File: src/design/modbus_mode_pkg.sv
package modbus_mode_pkg;

    typedef struct packed {
        logic       asciiMode;
        logic [7:0] nodeAddr;
        logic [2:0] baudCode;
    } link_cfg_type;

    typedef enum logic [2:0] {
        ST_RECV = 3'b001,
        ST_EXEC = 3'b010,
        ST_SEND = 3'b100
    } ctl_state_type;

    localparam int          CLK_HZ    = 32'h0098_9680;
    localparam int          NUM_RATES = 7;
    localparam logic [31:0] BAUD_RATE [0:NUM_RATES-1] = '{
        32'h0000_2580, 32'h0000_4b00, 32'h0000_9600, 32'h0000_e100,
        32'h0001_c200, 32'h0003_8400, 32'h0007_0800
    };
    localparam logic [15:0] BIT_CYCLES [0:NUM_RATES-1] = '{
        16'(CLK_HZ / BAUD_RATE[0]), 16'(CLK_HZ / BAUD_RATE[1]),
        16'(CLK_HZ / BAUD_RATE[2]), 16'(CLK_HZ / BAUD_RATE[3]),
        16'(CLK_HZ / BAUD_RATE[4]), 16'(CLK_HZ / BAUD_RATE[5]),
        16'(CLK_HZ / BAUD_RATE[6])
    };

    localparam logic [2:0]   BAUD_CODE_FORCED = 3'h4;
    localparam link_cfg_type CFG_FORCED       = '{asciiMode: 1'b1, nodeAddr: 8'h00,
                                                  baudCode: BAUD_CODE_FORCED};
    localparam link_cfg_type CFG_RESET        = CFG_FORCED;

    localparam logic [15:0] IDX_SAVE  = 16'h2066;
    localparam logic [15:0] IDX_GROUP = 16'h2072;
    localparam logic [15:0] IDX_ITEM  = 16'h2073;
    localparam logic [15:0] IDX_VALUE = 16'h207a;
    localparam logic [31:0] SAVE_KEY  = 32'h0000_0004;

    localparam logic [15:0] GROUP_NET  = 16'h0000;
    localparam logic [15:0] ITEM_BAUD  = 16'h0001;
    localparam logic [15:0] ITEM_ADDR  = 16'h0002;
    localparam logic [15:0] ITEM_CHAN  = 16'h0003;
    localparam logic [31:0] CHAN_MODBUS = 32'h0000_0103;
    localparam logic [31:0] CHAN_ASCII  = 32'h0000_0000;
    localparam logic [31:0] ADDR_MIN    = 32'h0000_0001;
    localparam logic [31:0] ADDR_MAX    = 32'h0000_00f7;

    localparam logic [7:0] FC_READ_HOLD  = 8'h03;
    localparam logic [7:0] FC_READ_INPUT = 8'h04;
    localparam logic [7:0] FC_WRITE_ONE  = 8'h06;
    localparam logic [7:0] FC_WRITE_MANY = 8'h10;
    localparam logic [7:0] FC_EXC_FLAG   = 8'h80;
    localparam logic [7:0] EXC_NONE      = 8'h00;
    localparam logic [7:0] EXC_FUNC      = 8'h01;
    localparam logic [7:0] EXC_ADDR      = 8'h02;
    localparam logic [7:0] EXC_VALUE     = 8'h03;

    localparam int         FRAME_MAX = 16;
    localparam logic [4:0] LEN_SHORT = 5'h08;
    localparam logic [4:0] LEN_MANY1 = 5'h0b;
    localparam logic [4:0] LEN_MANY2 = 5'h0d;
    localparam logic [7:0] BC_ONE    = 8'h02;
    localparam logic [7:0] BC_TWO    = 8'h04;
    localparam logic [2:0] LEN_EXC   = 3'h3;
    localparam logic [2:0] LEN_RD1   = 3'h5;
    localparam logic [2:0] LEN_WR    = 3'h6;
    localparam logic [2:0] LEN_RD2   = 3'h7;

    localparam logic [5:0]  GAP_BITS    = 6'h27;
    localparam logic [1:0]  BOOT_CYCLES = 2'h3;
    localparam logic [3:0]  TX_BITS     = 4'hb;
    localparam logic [3:0]  RX_STOP_IDX = 4'ha;
    localparam logic [15:0] CRC_INIT    = 16'hffff;
    localparam logic [15:0] CRC_POLY    = 16'ha001;

endpackage

File: src/design/modbus_ascii_mode_control.sv
`timescale 1ns/10ps
`default_nettype none
module modbus_ascii_mode_control
    import modbus_mode_pkg::*;
(
    input  wire logic         clk_sys,
    input  wire logic         rst_n,
    input  wire logic         rxdPin,
    output logic              txdPin,
    output logic              txdEnable,
    input  wire link_cfg_type storedCfg,
    input  wire logic         softRestart,
    input  wire logic         asciiSave,
    output link_cfg_type      activeCfg,
    output logic              forcedAscii,
    output logic              nvmWrite,
    output link_cfg_type      nvmData
);

    ctl_state_type state_q;
    ctl_state_type state_d;

    logic         rxMeta_q;
    logic         rxSync_q;
    logic         booting_q;
    logic [1:0]   bootCnt_q;
    logic         forced_q;
    link_cfg_type active_q;
    link_cfg_type pending_q;
    link_cfg_type pendingNext;
    link_cfg_type bootCfg;
    logic         strapForced;

    logic [15:0]  group_q;
    logic [15:0]  item_q;
    logic [31:0]  value_q;
    logic         nvmWrite_q;
    link_cfg_type nvmData_q;

    logic [2:0]   baudSel;
    logic [15:0]  bitCycles;
    logic [15:0]  tickCnt_q;
    logic         bitTick;

    logic         rxValid;
    logic [7:0]   rxData;
    logic         rxBad;
    logic [7:0]   rxBuf [0:FRAME_MAX-1];
    logic [4:0]   rxCount_q;
    logic         frameBad_q;
    logic [5:0]   gap_q;
    logic         rxRoom;
    logic         clearing;
    logic         frameEnd;
    logic [15:0]  crcRx;
    logic [15:0]  crcTx;

    logic [7:0]   fc;
    logic [15:0]  regIdx;
    logic [15:0]  qty;
    logic         accept;
    logic         isRead;
    logic         isOne;
    logic         isMany;
    logic         known;
    logic         qtyOk;
    logic         wide;
    logic         lenOk;
    logic         respond;
    logic         idxGroup;
    logic         idxItem;
    logic         idxValue;
    logic         idxSave;
    logic         readMapped;
    logic         writeMapped;
    logic         valueOk;
    logic [7:0]   excCode;
    logic [31:0]  wrVal;
    logic [31:0]  readVal;
    logic         doWrite;
    logic         applyWrite;
    logic         saveHit;
    logic [NUM_RATES-1:0] rateHit;
    logic [2:0]   rateCode;

    logic [6:0][7:0] resp;
    logic [2:0]   respLen;
    logic [6:0][7:0] txData_q;
    logic [2:0]   txLen_q;
    logic [3:0]   txPos_q;
    logic [3:0]   txEnd;
    logic [10:0]  txShift_q;
    logic [3:0]   txBits_q;
    logic         txd_q;
    logic [7:0]   nextByte;
    logic         loadByte;
    logic         txDone;
    logic         txDataByte;

    // Pin is asynchronous; idle level is high
    always_ff @(posedge clk_sys or negedge rst_n) begin
        if (!rst_n) begin
            rxMeta_q <= 1'b1;
            rxSync_q <= 1'b1;
        end else begin
            rxMeta_q <= rxdPin;
            rxSync_q <= rxMeta_q;
        end
    end

    // Line held at the active (low) level at start-up means forced ASCII
    assign strapForced = !rxSync_q;
    assign bootCfg     = strapForced ? CFG_FORCED : storedCfg;

    // Writes only touch the pending copy; the running mode changes on restart
    always_ff @(posedge clk_sys or negedge rst_n) begin
        if (!rst_n) begin
            booting_q <= 1'b1;
            bootCnt_q <= BOOT_CYCLES;
            active_q  <= CFG_RESET;
            pending_q <= CFG_RESET;
            forced_q  <= 1'b0;
        end else if (softRestart) begin
            booting_q <= 1'b1;
            bootCnt_q <= BOOT_CYCLES;
        end else if (booting_q) begin
            if (bootCnt_q != 2'h0) begin
                bootCnt_q <= bootCnt_q - 2'h1;
            end else begin
                booting_q <= 1'b0;
                active_q  <= bootCfg;
                pending_q <= bootCfg;
                forced_q  <= strapForced;
            end
        end else if (applyWrite) begin
            pending_q <= pendingNext;
        end
    end

    // Free-running bit tick at the active rate
    assign baudSel   = (active_q.baudCode < 3'(NUM_RATES)) ? active_q.baudCode
                                                           : BAUD_CODE_FORCED;
    assign bitCycles = BIT_CYCLES[baudSel];
    assign bitTick   = (tickCnt_q == 16'h0000);

    always_ff @(posedge clk_sys or negedge rst_n) begin
        if (!rst_n) begin
            tickCnt_q <= 16'h0000;
        end else begin
            tickCnt_q <= bitTick ? bitCycles - 16'h0001 : tickCnt_q - 16'h0001;
        end
    end

    serial_byte_rx u_rx (
        .clk_sys   (clk_sys),
        .rst_n     (rst_n),
        .rxLevel   (rxSync_q),
        .bitCycles (bitCycles),
        .byteValid (rxValid),
        .byteData  (rxData),
        .byteBad   (rxBad)
    );

    // Frame ends after a silent gap of about 3.5 characters
    assign rxRoom   = (rxCount_q < 5'(FRAME_MAX));
    assign clearing = (state_q == ST_EXEC) || booting_q;
    assign frameEnd = (state_q == ST_RECV) && (rxCount_q != 5'h00) && (gap_q == GAP_BITS);

    always_ff @(posedge clk_sys or negedge rst_n) begin
        if (!rst_n) begin
            rxCount_q  <= 5'h00;
            frameBad_q <= 1'b0;
            gap_q      <= 6'h00;
        end else if (clearing) begin
            rxCount_q  <= 5'h00;
            frameBad_q <= 1'b0;
            gap_q      <= 6'h00;
        end else if (rxValid) begin
            rxCount_q  <= rxRoom ? rxCount_q + 5'h01 : rxCount_q;
            frameBad_q <= frameBad_q || rxBad || !rxRoom;
            gap_q      <= 6'h00;
        end else if (bitTick && gap_q != GAP_BITS && rxCount_q != 5'h00) begin
            gap_q <= gap_q + 6'h01;
        end
    end

    // Frame bytes are data, not control; no reset needed
    always_ff @(posedge clk_sys) begin
        if (rxValid && rxRoom) begin
            rxBuf[rxCount_q[3:0]] <= rxData;
        end
    end

    // CRC over the whole frame, its own two bytes included, leaves zero
    modbus_crc16 u_crc_rx (
        .clk_sys   (clk_sys),
        .rst_n     (rst_n),
        .clear     (clearing),
        .byteValid (rxValid && rxRoom),
        .byteData  (rxData),
        .crc       (crcRx)
    );

    assign fc     = rxBuf[1];
    assign regIdx = {rxBuf[2], rxBuf[3]};
    assign qty    = {rxBuf[4], rxBuf[5]};

    assign accept = !frameBad_q && (crcRx == 16'h0000) && (rxBuf[0] == active_q.nodeAddr)
                    && !active_q.asciiMode;
    assign isRead = (fc == FC_READ_HOLD) || (fc == FC_READ_INPUT);
    assign isOne  = (fc == FC_WRITE_ONE);
    assign isMany = (fc == FC_WRITE_MANY);
    assign known  = isRead || isOne || isMany;
    assign wide   = (qty == 16'h0002);
    assign qtyOk  = (qty == 16'h0001) || wide;
    assign lenOk  = isMany ? (rxCount_q == (wide ? LEN_MANY2 : LEN_MANY1))
                             && (rxBuf[6] == (wide ? BC_TWO : BC_ONE))
                           : (rxCount_q == LEN_SHORT);
    assign respond = accept && (!known || lenOk);

    assign idxGroup    = (regIdx == IDX_GROUP);
    assign idxItem     = (regIdx == IDX_ITEM);
    assign idxValue    = (regIdx == IDX_VALUE);
    assign idxSave     = (regIdx == IDX_SAVE);
    assign readMapped  = idxGroup || idxItem || idxValue;
    assign writeMapped = readMapped || idxSave;

    // Two registers carry a 32-bit value, high word first
    assign wrVal = isOne ? {16'h0000, qty}
                 : wide  ? {rxBuf[7], rxBuf[8], rxBuf[9], rxBuf[10]}
                         : {16'h0000, rxBuf[7], rxBuf[8]};
    assign readVal = idxGroup ? {16'h0000, group_q}
                   : idxItem  ? {16'h0000, item_q} : value_q;

    for (genvar i = 0; i < NUM_RATES; i++) begin : g_rate
        assign rateHit[i] = (wrVal == BAUD_RATE[i]);
    end

    always_comb begin
        rateCode = BAUD_CODE_FORCED;
        for (int k = 0; k < NUM_RATES; k++) begin
            if (rateHit[k]) begin
                rateCode = 3'(k);
            end
        end
    end

    // Only group 0 items steer the link; other items are stored only
    always_comb begin
        pendingNext = pending_q;
        valueOk     = 1'b1;
        if (group_q == GROUP_NET) begin
            if (item_q == ITEM_BAUD) begin
                valueOk              = |rateHit;
                pendingNext.baudCode = rateCode;
            end else if (item_q == ITEM_ADDR) begin
                valueOk              = (wrVal >= ADDR_MIN) && (wrVal <= ADDR_MAX);
                pendingNext.nodeAddr = wrVal[7:0];
            end else if (item_q == ITEM_CHAN) begin
                // 259 also fixes even parity and half duplex (driver enabled only while answering), the only framing here
                valueOk               = (wrVal == CHAN_MODBUS) || (wrVal == CHAN_ASCII);
                pendingNext.asciiMode = (wrVal == CHAN_ASCII);
            end
        end
    end

    always_comb begin
        if (!known) begin
            excCode = EXC_FUNC;
        end else if (!isOne && !qtyOk) begin
            excCode = EXC_VALUE;
        end else if (isRead) begin
            excCode = readMapped ? EXC_NONE : EXC_ADDR;
        end else if (!writeMapped) begin
            excCode = EXC_ADDR;
        end else begin
            excCode = (idxValue && !valueOk) ? EXC_VALUE : EXC_NONE;
        end
    end

    assign doWrite    = (state_q == ST_EXEC) && respond && (excCode == EXC_NONE)
                        && (isOne || isMany);
    assign applyWrite = doWrite && idxValue;
    assign saveHit    = doWrite && idxSave && (wrVal == SAVE_KEY);

    always_ff @(posedge clk_sys or negedge rst_n) begin
        if (!rst_n) begin
            group_q    <= 16'h0000;
            item_q     <= 16'h0000;
            value_q    <= 32'h0000_0000;
            nvmWrite_q <= 1'b0;
            nvmData_q  <= CFG_RESET;
        end else begin
            if (doWrite && idxGroup) begin
                group_q <= wrVal[15:0];
            end
            if (doWrite && idxItem) begin
                item_q <= wrVal[15:0];
            end
            if (applyWrite) begin
                value_q <= wrVal;
            end
            nvmWrite_q <= saveHit || asciiSave;
            if (saveHit || asciiSave) begin
                nvmData_q <= pending_q;
            end
        end
    end

    always_comb begin
        resp    = '0;
        resp[0] = rxBuf[0];
        respLen = LEN_WR;
        if (excCode != EXC_NONE) begin
            resp[1] = fc | FC_EXC_FLAG;
            resp[2] = excCode;
            respLen = LEN_EXC;
        end else if (isRead) begin
            resp[1] = fc;
            resp[2] = wide ? BC_TWO : BC_ONE;
            if (wide) begin
                {resp[3], resp[4], resp[5], resp[6]} = readVal;
                respLen = LEN_RD2;
            end else begin
                {resp[3], resp[4]} = readVal[15:0];
                respLen = LEN_RD1;
            end
        end else begin
            // Both write answers echo index and value or count
            {resp[1], resp[2], resp[3], resp[4], resp[5]} =
                {fc, rxBuf[2], rxBuf[3], rxBuf[4], rxBuf[5]};
        end
    end

    always_comb begin
        state_d = state_q;
        unique case (state_q)
            ST_RECV: state_d = frameEnd ? ST_EXEC : ST_RECV;
            ST_EXEC: state_d = respond ? ST_SEND : ST_RECV;
            ST_SEND: state_d = txDone ? ST_RECV : ST_SEND;
        endcase
    end

    always_ff @(posedge clk_sys or negedge rst_n) begin
        if (!rst_n) begin
            state_q <= ST_RECV;
        end else begin
            state_q <= booting_q ? ST_RECV : state_d;
        end
    end

    // Answer bytes, then CRC low byte, then CRC high byte
    assign txEnd      = {1'b0, txLen_q} + 4'h2;
    assign txDataByte = (txPos_q < {1'b0, txLen_q});
    assign nextByte   = txDataByte ? txData_q[txPos_q[2:0]]
                      : (txPos_q == {1'b0, txLen_q}) ? crcTx[7:0] : crcTx[15:8];
    assign loadByte   = (state_q == ST_SEND) && (txBits_q == 4'h0) && (txPos_q != txEnd);
    // Waiting one more tick keeps the enable up through the last stop bit
    assign txDone     = (txPos_q == txEnd) && (txBits_q == 4'h0) && bitTick;

    modbus_crc16 u_crc_tx (
        .clk_sys   (clk_sys),
        .rst_n     (rst_n),
        .clear     (state_q == ST_EXEC),
        .byteValid (loadByte && txDataByte),
        .byteData  (nextByte),
        .crc       (crcTx)
    );

    always_ff @(posedge clk_sys or negedge rst_n) begin
        if (!rst_n) begin
            txData_q  <= '0;
            txLen_q   <= 3'h0;
            txPos_q   <= 4'h0;
            txShift_q <= 11'h7ff;
            txBits_q  <= 4'h0;
            txd_q     <= 1'b1;
        end else if (clearing) begin
            // A restart mid-answer must not leave bits shifting out later
            txData_q <= resp;
            txLen_q  <= respLen;
            txPos_q  <= 4'h0;
            txBits_q <= 4'h0;
            txd_q    <= 1'b1;
        end else if (loadByte) begin
            txShift_q <= {1'b1, ^nextByte, nextByte, 1'b0};
            txBits_q  <= TX_BITS;
            txPos_q   <= txPos_q + 4'h1;
        end else if (bitTick && txBits_q != 4'h0) begin
            txd_q     <= txShift_q[0];
            txShift_q <= {1'b1, txShift_q[10:1]};
            txBits_q  <= txBits_q - 4'h1;
        end
    end

    assign txdPin      = txd_q;
    assign txdEnable   = (state_q == ST_SEND);
    assign activeCfg   = active_q;
    assign forcedAscii = forced_q;
    assign nvmWrite    = nvmWrite_q;
    assign nvmData     = nvmData_q;

endmodule
`default_nettype wire

File: src/design/modbus_crc16.sv
`timescale 1ns/10ps
`default_nettype none
module modbus_crc16
    import modbus_mode_pkg::*;
(
    input  wire logic        clk_sys,
    input  wire logic        rst_n,
    input  wire logic        clear,
    input  wire logic        byteValid,
    input  wire logic [7:0]  byteData,
    output logic      [15:0] crc
);

    logic [15:0] crc_q;
    logic [15:0] crcStep;

    // Reflected polynomial, one bit per pass
    always_comb begin
        crcStep = crc_q ^ {8'h00, byteData};
        for (int b = 0; b < 8; b++) begin
            crcStep = crcStep[0] ? ((crcStep >> 1) ^ CRC_POLY) : (crcStep >> 1);
        end
    end

    always_ff @(posedge clk_sys or negedge rst_n) begin
        if (!rst_n) begin
            crc_q <= CRC_INIT;
        end else if (clear) begin
            crc_q <= CRC_INIT;
        end else if (byteValid) begin
            crc_q <= crcStep;
        end
    end

    assign crc = crc_q;

endmodule
`default_nettype wire

File: src/design/serial_byte_rx.sv
`timescale 1ns/10ps
`default_nettype none
module serial_byte_rx
    import modbus_mode_pkg::*;
(
    input  wire logic        clk_sys,
    input  wire logic        rst_n,
    input  wire logic        rxLevel,
    input  wire logic [15:0] bitCycles,
    output logic             byteValid,
    output logic      [7:0]  byteData,
    output logic             byteBad
);

    logic        busy_q;
    logic        last_q;
    logic [15:0] cnt_q;
    logic [3:0]  idx_q;
    logic [8:0]  shift_q;
    logic        valid_q;
    logic [7:0]  data_q;
    logic        bad_q;
    logic        falling;

    assign falling = last_q && !rxLevel;

    // Samples mid-bit: half a bit after the falling edge, then every bit
    always_ff @(posedge clk_sys or negedge rst_n) begin
        if (!rst_n) begin
            busy_q  <= 1'b0;
            last_q  <= 1'b1;
            cnt_q   <= 16'h0000;
            idx_q   <= 4'h0;
            shift_q <= 9'h000;
            valid_q <= 1'b0;
            data_q  <= 8'h00;
            bad_q   <= 1'b0;
        end else begin
            valid_q <= 1'b0;
            last_q  <= rxLevel;
            if (!busy_q) begin
                busy_q <= falling;
                cnt_q  <= {1'b0, bitCycles[15:1]};
                idx_q  <= 4'h0;
            end else if (cnt_q != 16'h0000) begin
                cnt_q <= cnt_q - 16'h0001;
            end else begin
                cnt_q <= bitCycles - 16'h0001;
                idx_q <= idx_q + 4'h1;
                if (idx_q == 4'h0) begin
                    busy_q <= !rxLevel;
                end else if (idx_q < RX_STOP_IDX) begin
                    shift_q <= {rxLevel, shift_q[8:1]};
                end else begin
                    busy_q  <= 1'b0;
                    valid_q <= 1'b1;
                    data_q  <= shift_q[7:0];
                    // Even parity: data and parity bit together hold an even count
                    bad_q   <= !rxLevel || (^shift_q);
                end
            end
        end
    end

    assign byteValid = valid_q;
    assign byteData  = data_q;
    assign byteBad   = bad_q;

endmodule
`default_nettype wire

File: config.mk
export PLATFORM = sky130hd
export DESIGN_NAME = modbus_ascii_mode_control
export DESIGN_NICKNAME = d
export VERILOG_FILES = /design/src/design/modbus_mode_pkg.sv /design/src/design/modbus_ascii_mode_control.sv /design/src/design/modbus_crc16.sv /design/src/design/serial_byte_rx.sv
export SDC_FILE = /design/constraint.sdc
export NUM_CORES = 1
export LEC_CHECK = 0
export ABC_CLOCK_PERIOD_IN_PS = 6600
export BUFFER_PORTS_ARGS = -buffer_cell sky130_fd_sc_hd__buf_4
export CORE_ASPECT_RATIO = 0.9
export CORE_MARGIN = 1.5
export CORE_UTILIZATION = 60
export CTS_BUF_LIST = sky130_fd_sc_hd__clkbuf_8
export CTS_CLUSTER_SIZE = 8
export DETAILED_ROUTE_END_ITERATION = 10
export PLACE_DENSITY = 0.78
export SETUP_SLACK_MARGIN = 0.5
export SYNTH_ARGS = -nofsm -noshare
export SYNTH_HDL_FRONTEND = slang
export SYNTH_HIERARCHICAL = 1
export SYNTH_SLANG_ARGS = --single-unit
File: constraint.sdc
create_clock -name clk_sys -period 6.6 [get_ports clk_sys]
set_input_delay 0.66 -clock clk_sys [delete_from_list [all_inputs] [get_ports clk_sys]]
set_output_delay 0.66 -clock clk_sys [all_outputs]
set_load 0.05 [all_outputs]
==> qor.yml, run 1 <==
status: "finished clean"
core.rowCount: 62
viasPerCell: 6.29
slew_violations: 0
h-tree-depth: 2
whs_ns: 0.0632
grt_pass1_vias: 14529
coreArea_mm2: 0.0318
crit_chain: "nor4_4 > and4_1 > nand2_1 > a21oi_1 > nand4b_1 > o31ai_1 > o31a_2 > o221ai_4 > buf_4 > mux2_1"
syn_avg_cell_area_um2: 10.3
dr.pass1.iters: 6
clkTransAtPathRegs_ns: 0.06
netlist_top_cells_area: "dfrtp_1, edfxtp_1, dfstp_2, nand2_1, mux2i_1"
critical-path-slowest-cell: "and4_1"
dieWidth_um: 192
gr-usage-met2_pct: 48.8
drive_above_1_share_pct: 16.0
synth_largest_area_cell: "dfrtp_1"
multi_input_area_mm2: 0.00880
cts.path.max_buffers: 3
post_cts.repair.setup_buffers: 0
cts-root-buf: "clkbuf_8"
worstSetupPathType: "flop to flop"
ant_nets: 0
fin_crit_sh_pct: 76.0
vdd_drop_max_mv: 0.219
antenna_found_initial: 1
grt_pass1_wl_um: 82300
slowest_delay_ns: 1.07
synth-edff-count: 88
synth.distinct_cells: 96
tightest_slew_ns: 1.37
syn_inst: 1870
drt_wl_total_um: 53000
fp.dieArea_mm2: 0.0333
worstPathArrival_ns: 5.53
fmax_mhz: 199
met3_usage_pct: 6.54
end_kind: "flop"
cts_tree: "built"
cp_max_fo: 29
wire_per_inst_um: 22.3
power.density_mw_per_mm2: 273
finalWorstSetupSlack_ns: 1.59
clock-sinks: 377
via_count: 14993
ctsHoldBuffers: 0
io_buffers: 44
die_h_um: 173
ys.flop_type: "dfrtp_1"
fill_cells: 2444
nets: 1950
start_util_pct: 60.8
cts_buffers: 60
startpoint_type: "flop"
ys_warn_count: 6
ys_seq_elements: 377
first_iter_violations: 1681
syn_area_mm2: 0.0193
hold_violations: 0
setup_viol: 0
stdcell_count: 2383
areaGrowthSynthToFinish_pct: 9.59
io-pin-count: 45
tns_ns: 0
pre_cts_ws_ns: 1.65
routabilityCongestion: 0.971
hold_path.class: "input port to async pin"
drc: 0
synth_top_area_share_pct: 30.2
slew_headroom_pct: 7.38
layout_min_cycle_time_ns: 5.01
grt_busiest_layer: "met2"
seq_area_mm2: 0.00994
grt_start_max_net_pins: 190
place_hpwl_um: 37000
rsz0062_at_grt: "false"
dp.cells: 2270
finClkSkew_ns: 0.0336
grt_overflow: 0
ctsResizeCount: 0
seq_area_frac_synth_pct: 51.4
clk_latency_ns: 0.64
grt_usage_pct: 32.1
use_met1_pct: 46.1
ys_async_sr_fraction_pct: 76.7
cap_viol_max_count: 0
p_leak_uw: 0.00903
cp.required_ns: 7.12
critical path, delay by kind of cell (launching register included):
family	cells	cell delay (ns)
AND/OR/NAND/NOR	4	1.84
flip-flops	1	0.48
multiplexers	1	0.31
buffers and inverters	1	0.27
AO/OA/AOI/OAI	4	1.97
through the flow:
stage | cell area (µm²) | utilization [%] | power, µW
global route | 21200 | 66.6 | 6030
floorplan | 19400 | - | 3510
global placement | 20000 | 62.9 | 3820
detailed placement | 20000 | 62.9 | 3850
finish | 21200 | 66.6 | 5800
CTS | 21200 | 66.6 | 5810
registers in the layout, indices dropped and copies added, names as in the netlist, 2 cells and up:
register,flops
u_crc_tx/crc,16
pending_q,12
rxCount_q,5
txShift_q,10
txBits_q,4
bootCnt_q,2
state_q,3
txPos_q,4
rxBuf,88
txData_q,56
u_rx/idx_q,4
nvmData,12
u_rx/shift_q,9
group_q,16
u_rx/cnt_q,16
activeCfg,12
tickCnt_q,16
gap_q,6
value_q,32
item_q,16
txLen_q,3
u_rx/byteData,8
u_crc_rx/crc,16
cells in the mapped netlist (16+ instances only):
library cell  number
a31oi_1           23
o21ai_0           92
dfrtp_1          233
xnor2_1           66
edfxtp_1          88
nand2_1          203
inv_1             64
nand3_1           36
nor4_1            29
mux2i_1           75
a22o_1            26
or3_1             17
and2_1            23
mux2_1            16
mux2_2            41
xor2_1            26
or2_2             18
ha_1              17
dfstp_2           56
nand4_1           20
a211o_1           18
clkbuf_1          61
nor3_1            59
a21oi_1          132
nor2_1           181
nand2b_1          16
area by class of cell:
cell class,instances,area share [%]
sequential,377,46.9
tap,416,2.46
antenna,1,0.0118
multi-input combinational,1349,41.5
clock buffer,73,4.74
timing repair buffer,61,2.26
clock inverter,39,0.874
inverter,67,1.19
kinds of logic after synthesis:
kind of cell | count (synthesis) | synth area share, %
adders and majority gates | 17 | 1.10
and+or+nand+nor | 695 | 18.1
AOI/OAI and AO/OA | 376 | 12.4
other | 1 | 0.0194
muxes | 150 | 8.91
xor gates and xnor gates | 96 | 4.58
buffers and inverters | 158 | 3.51
DFF | 377 | 51.4
layer usage:
metal	up-vias	part of all wire, %	routed length [µm]
li1	6772	-	-
met3	101	8.2	4330
met5	-	0	0
met4	0	3.0	1590
met1	7503	43	23000
met2	617	45	24100
report_power, final:
group	internal (µW)	total (µW)	switching (µW)
sequential	2560	2730	167
clock	1030	1970	938
combinational	405	1100	694
total	4000	5800	1800
cells in the final DEF (no fill, tap or decap), drive strengths merged, types with 62 or more instances in the layout:
cell type,instances
mux2,67
o21ai,100
nor3,62
inv,96
dfrtp,233
a21oi,134
clkbuf,73
nand2,203
nor2,186
mux2i,75
edfxtp,88
xnor2,68
path summary, 6_finish.rpt:
check / startpoint / end / slack (ns) / depth (start not counted)
worst max register to register: rxBuf[5][6] / value_q[12] / 1.59 / 10
max in group asynchronous: rst_n / u_rx/byteData[3] / 4.95 / 2
worst max-delay path: rxBuf[5][6] / value_q[12] / 1.59 / 10
worst min register to register: rxMeta_q / rxSync_q / 0.36 / 0
min in group clk_sys: rxdPin / rxMeta_q / 0.13 / 1
worst min-delay path: rst_n / value_q[12] / 0.06 / 1
No activity file was read; power rests on OpenSTA's default activity.
==> run 2, diff against run 1 <==
Settings changed: ABC_CLOCK_PERIOD_IN_PS 6600 to 4250, CORE_UTILIZATION 60 to 59, PLACE_DENSITY 0.78 to 0.8.
Clock period 6.6 ns to 4.25 ns, I/O delays scaled along.
==> run 2 against run 1 <==
  * Combinational power rose by 55%
  * Clock skew fell by 0.013 ns
  * Count of clock-buffer cells in the layout rose by 1
  * Largest cell class unchanged
  * Clock power rose by 50%
  * Utilization rose by 0.70 points
  * Via count rose by 0.72%
  * Critical endpoint is now value_q[7]
  * Hold slack improved by 0.034 ns
  * Maximum frequency rose by 38%
==> qor.yml, run 2 (synthesis results as in run 1) <==
worstPathArrival_ns: 4.14  # -1.39 ns
via_count: 15101  # +0.72%
largest_reg_flops: 88  # unchanged
critical-path-slowest-cell: "edfxtp_1"
setup_viol: 0  # unchanged
core.rowCount: 62  # unchanged
slew_violations: 0  # unchanged
die_h_um: 175  # +0.83%
min_path_cells: 3
vdd_drop_max_mv: 0.305  # +39%
worstSetupPathType: "flop to flop"
cts_buffers: 59  # -1.7%
cp-startpoint: "rxBuf[4][6]"
antenna_found_initial: 1  # unchanged
io_buffers: 44  # unchanged
rsz0062_at_grt: "false"
clkTransAtPathRegs_ns: 0.06  # about the same
cp.required_ns: 4.75  # -2.37 ns
pwr-share-clk_pct: 33.2  # -0.8 points
viasPerCell: 6.22  # -1.2%
combPwrFrac_pct: 19.2  # +0.2 points
grt_pass1_vias: 14793  # +1.8%
hold_violations: 0  # unchanged
post_dp_cell_area_mm2: 0.0202  # +1.2%
clock-sinks: 377  # unchanged
grt_overflow: 0  # unchanged
ant_nets: 0  # unchanged
finalPower_uw: 8910  # +54%
slew_headroom_pct: 40.3  # +33 points
fin_crit_sh_pct: 85.6  # +9.7 points
clk_latency_ns: 0.62  # -0.02 ns
dr.pass1.iters: 7  # +1
startpoint_type: "flop"
status: "finished clean"
drt_wl_total_um: 53600  # +1.1%
p_leak_uw: 0.00928  # +2.8%
layout_min_cycle_time_ns: 3.64  # -1.37 ns
nets: 1998  # +2.5%
p_sw_share_pct: 30.9  # -0.20 points
finClkSkew_ns: 0.0202  # -0.0134 ns
slowest_delay_ns: 0.48  # -0.59 ns
r2r_start: "rxBuf[4][6]"
place_hpwl_um: 38400  # +4.0%
drc: 0  # unchanged
cts.path.max_buffers: 3  # unchanged
grt_pass1_wl_um: 83600  # +1.5%
first_iter_violations: 1469  # -13%
routabilityCongestion: 0.982  # +1.1%
seq_power_share_pct: 47.6  # +0.6 points
fmax_mhz: 275  # +38%
areaGrowthSynthToFinish_pct: 11.8
p_int_uw: 6160  # +54%
wire_per_inst_um: 22.1  # -0.81%
final_cell_mix: "dfrtp_1, nand2_1, nor2_1, a21oi_1, buf_4"
end_kind: "flop"
fp.dieArea_mm2: 0.0339  # +1.7%
grt_usage_pct: 31.9  # -0.22 points
io-pin-count: 45  # unchanged
power.density_mw_per_mm2: 412  # +51%
cts-root-buf: "clkbuf_8"
h-tree-depth: 2  # unchanged
tns_ns: 0  # unchanged
crit_chain: "nor4b_4 > and4_4 > buf_4 > nor3_1 > o21ai_1 > a211o_1 > o31ai_1 > o31a_2 > o221ai_4 > buf_12 > mux2_2"
fin_area_mm2: 0.0216  # +2.0%
tightest_slew_ns: 0.896  # -0.479 ns
hold_path.class: "input port to flop"
cp_max_fo: 16  # -45%
layout_commonest_cell: "dfrtp_1"
hp-start: "storedCfg[0]"
cap_viol_max_count: 0  # unchanged
start_util_pct: 60.2  # -0.59 points
grt_start_max_net_pins: 119  # -37%
cts_tree: "built"
drive_above_1_share_pct: 18.3  # +2.3 points
worst-r2r-cell-count: 11  # +1
p_sw_uw: 2750  # +53%
dieWidth_um: 194  # +0.83%
coreArea_mm2: 0.0321  # +0.98%
## run 2: area by class of cell
| type | count | area (µm²) |
|---|---|---|
| Antenna cell | 1 | 2.50 |
| Clock buffer | 74 | 1020 |
| Clock inverter | 35 | 138 |
| Fill cell | 2412 | 10500 |
| Inverter | 67 | 251 |
| Multi-Input combinational cell | 1349 | 8850 |
| Sequential cell | 377 | 9940 |
| Tap cell | 416 | 520 |
| Timing Repair Buffer | 110 | 893 |
## run 2: timing repair
| item | CTS | global route |
|---|---|---|
| gates resized for setup | 6 | 8 |
| setup endpoints to repair | 10 | 64 |
| endpoints found under the hold margin | 97 | 0 |
| hold buffers | 2 | 0 |
| buffers inserted | 0 | 15 |
| cloned | 0 | 1 |
| pin swaps | 0 | 4 |
## run 2: final timing paths
| check | end | slack, ns |
|---|---|---|
| worst max-delay path | value_q[7] | 0.61 |
| worst min-delay path | activeCfg[0] | 0.1 |
| worst max register to register | value_q[7] | 0.61 |
| worst min register to register | rxSync_q | 0.36 |
| max in group asynchronous | rxSync_q | 2.69 |
| min in group asynchronous | item_q[12] | 0.45 |
## run 2: stage by stage
step / util [%] / setup WS, ns / hold slack, ns / instances
after floorplan: - / 0.775 / 0.129 / 1884
after global placement: 63.0 / 0.335 / 0.348 / 2301
after detailed placement: 63.0 / 0.248 / 0.351 / 2301
after CTS: 66.8 / 0.501 / 0.0696 / 2412
after global routing: 67.3 / 0.503 / 0.0882 / 2428
final: 67.3 / 0.611 / 0.0972 / 2429
## run 2: power groups by stage
stage	clock [µW]	combinational, µW	sequential (µW)
after floorplan	0	966	4480
after global placement	0	1650	4290
after detailed placement	0	1700	4290
after CTS	2990	1700	4240
after global routing	3150	1840	4270
final	2960	1710	4250
## run 2: routing by layer
metal	GRT usage (%)	routed length, µm
met1	44.4	22800
met2	49.7	24200
met3	6.76	4850
met4	11.5	1730
met5	0	0
## run 2: worst max-delay path, delay by kind of cell (launching register included)
kind                   cells  cell delay [ns]
buffers and inverters      2             0.46
DFF                        1             0.48
muxes                      1             0.35
and+or+nand+nor            3             0.85
AOI/OAI and AO/OA          5             1.38
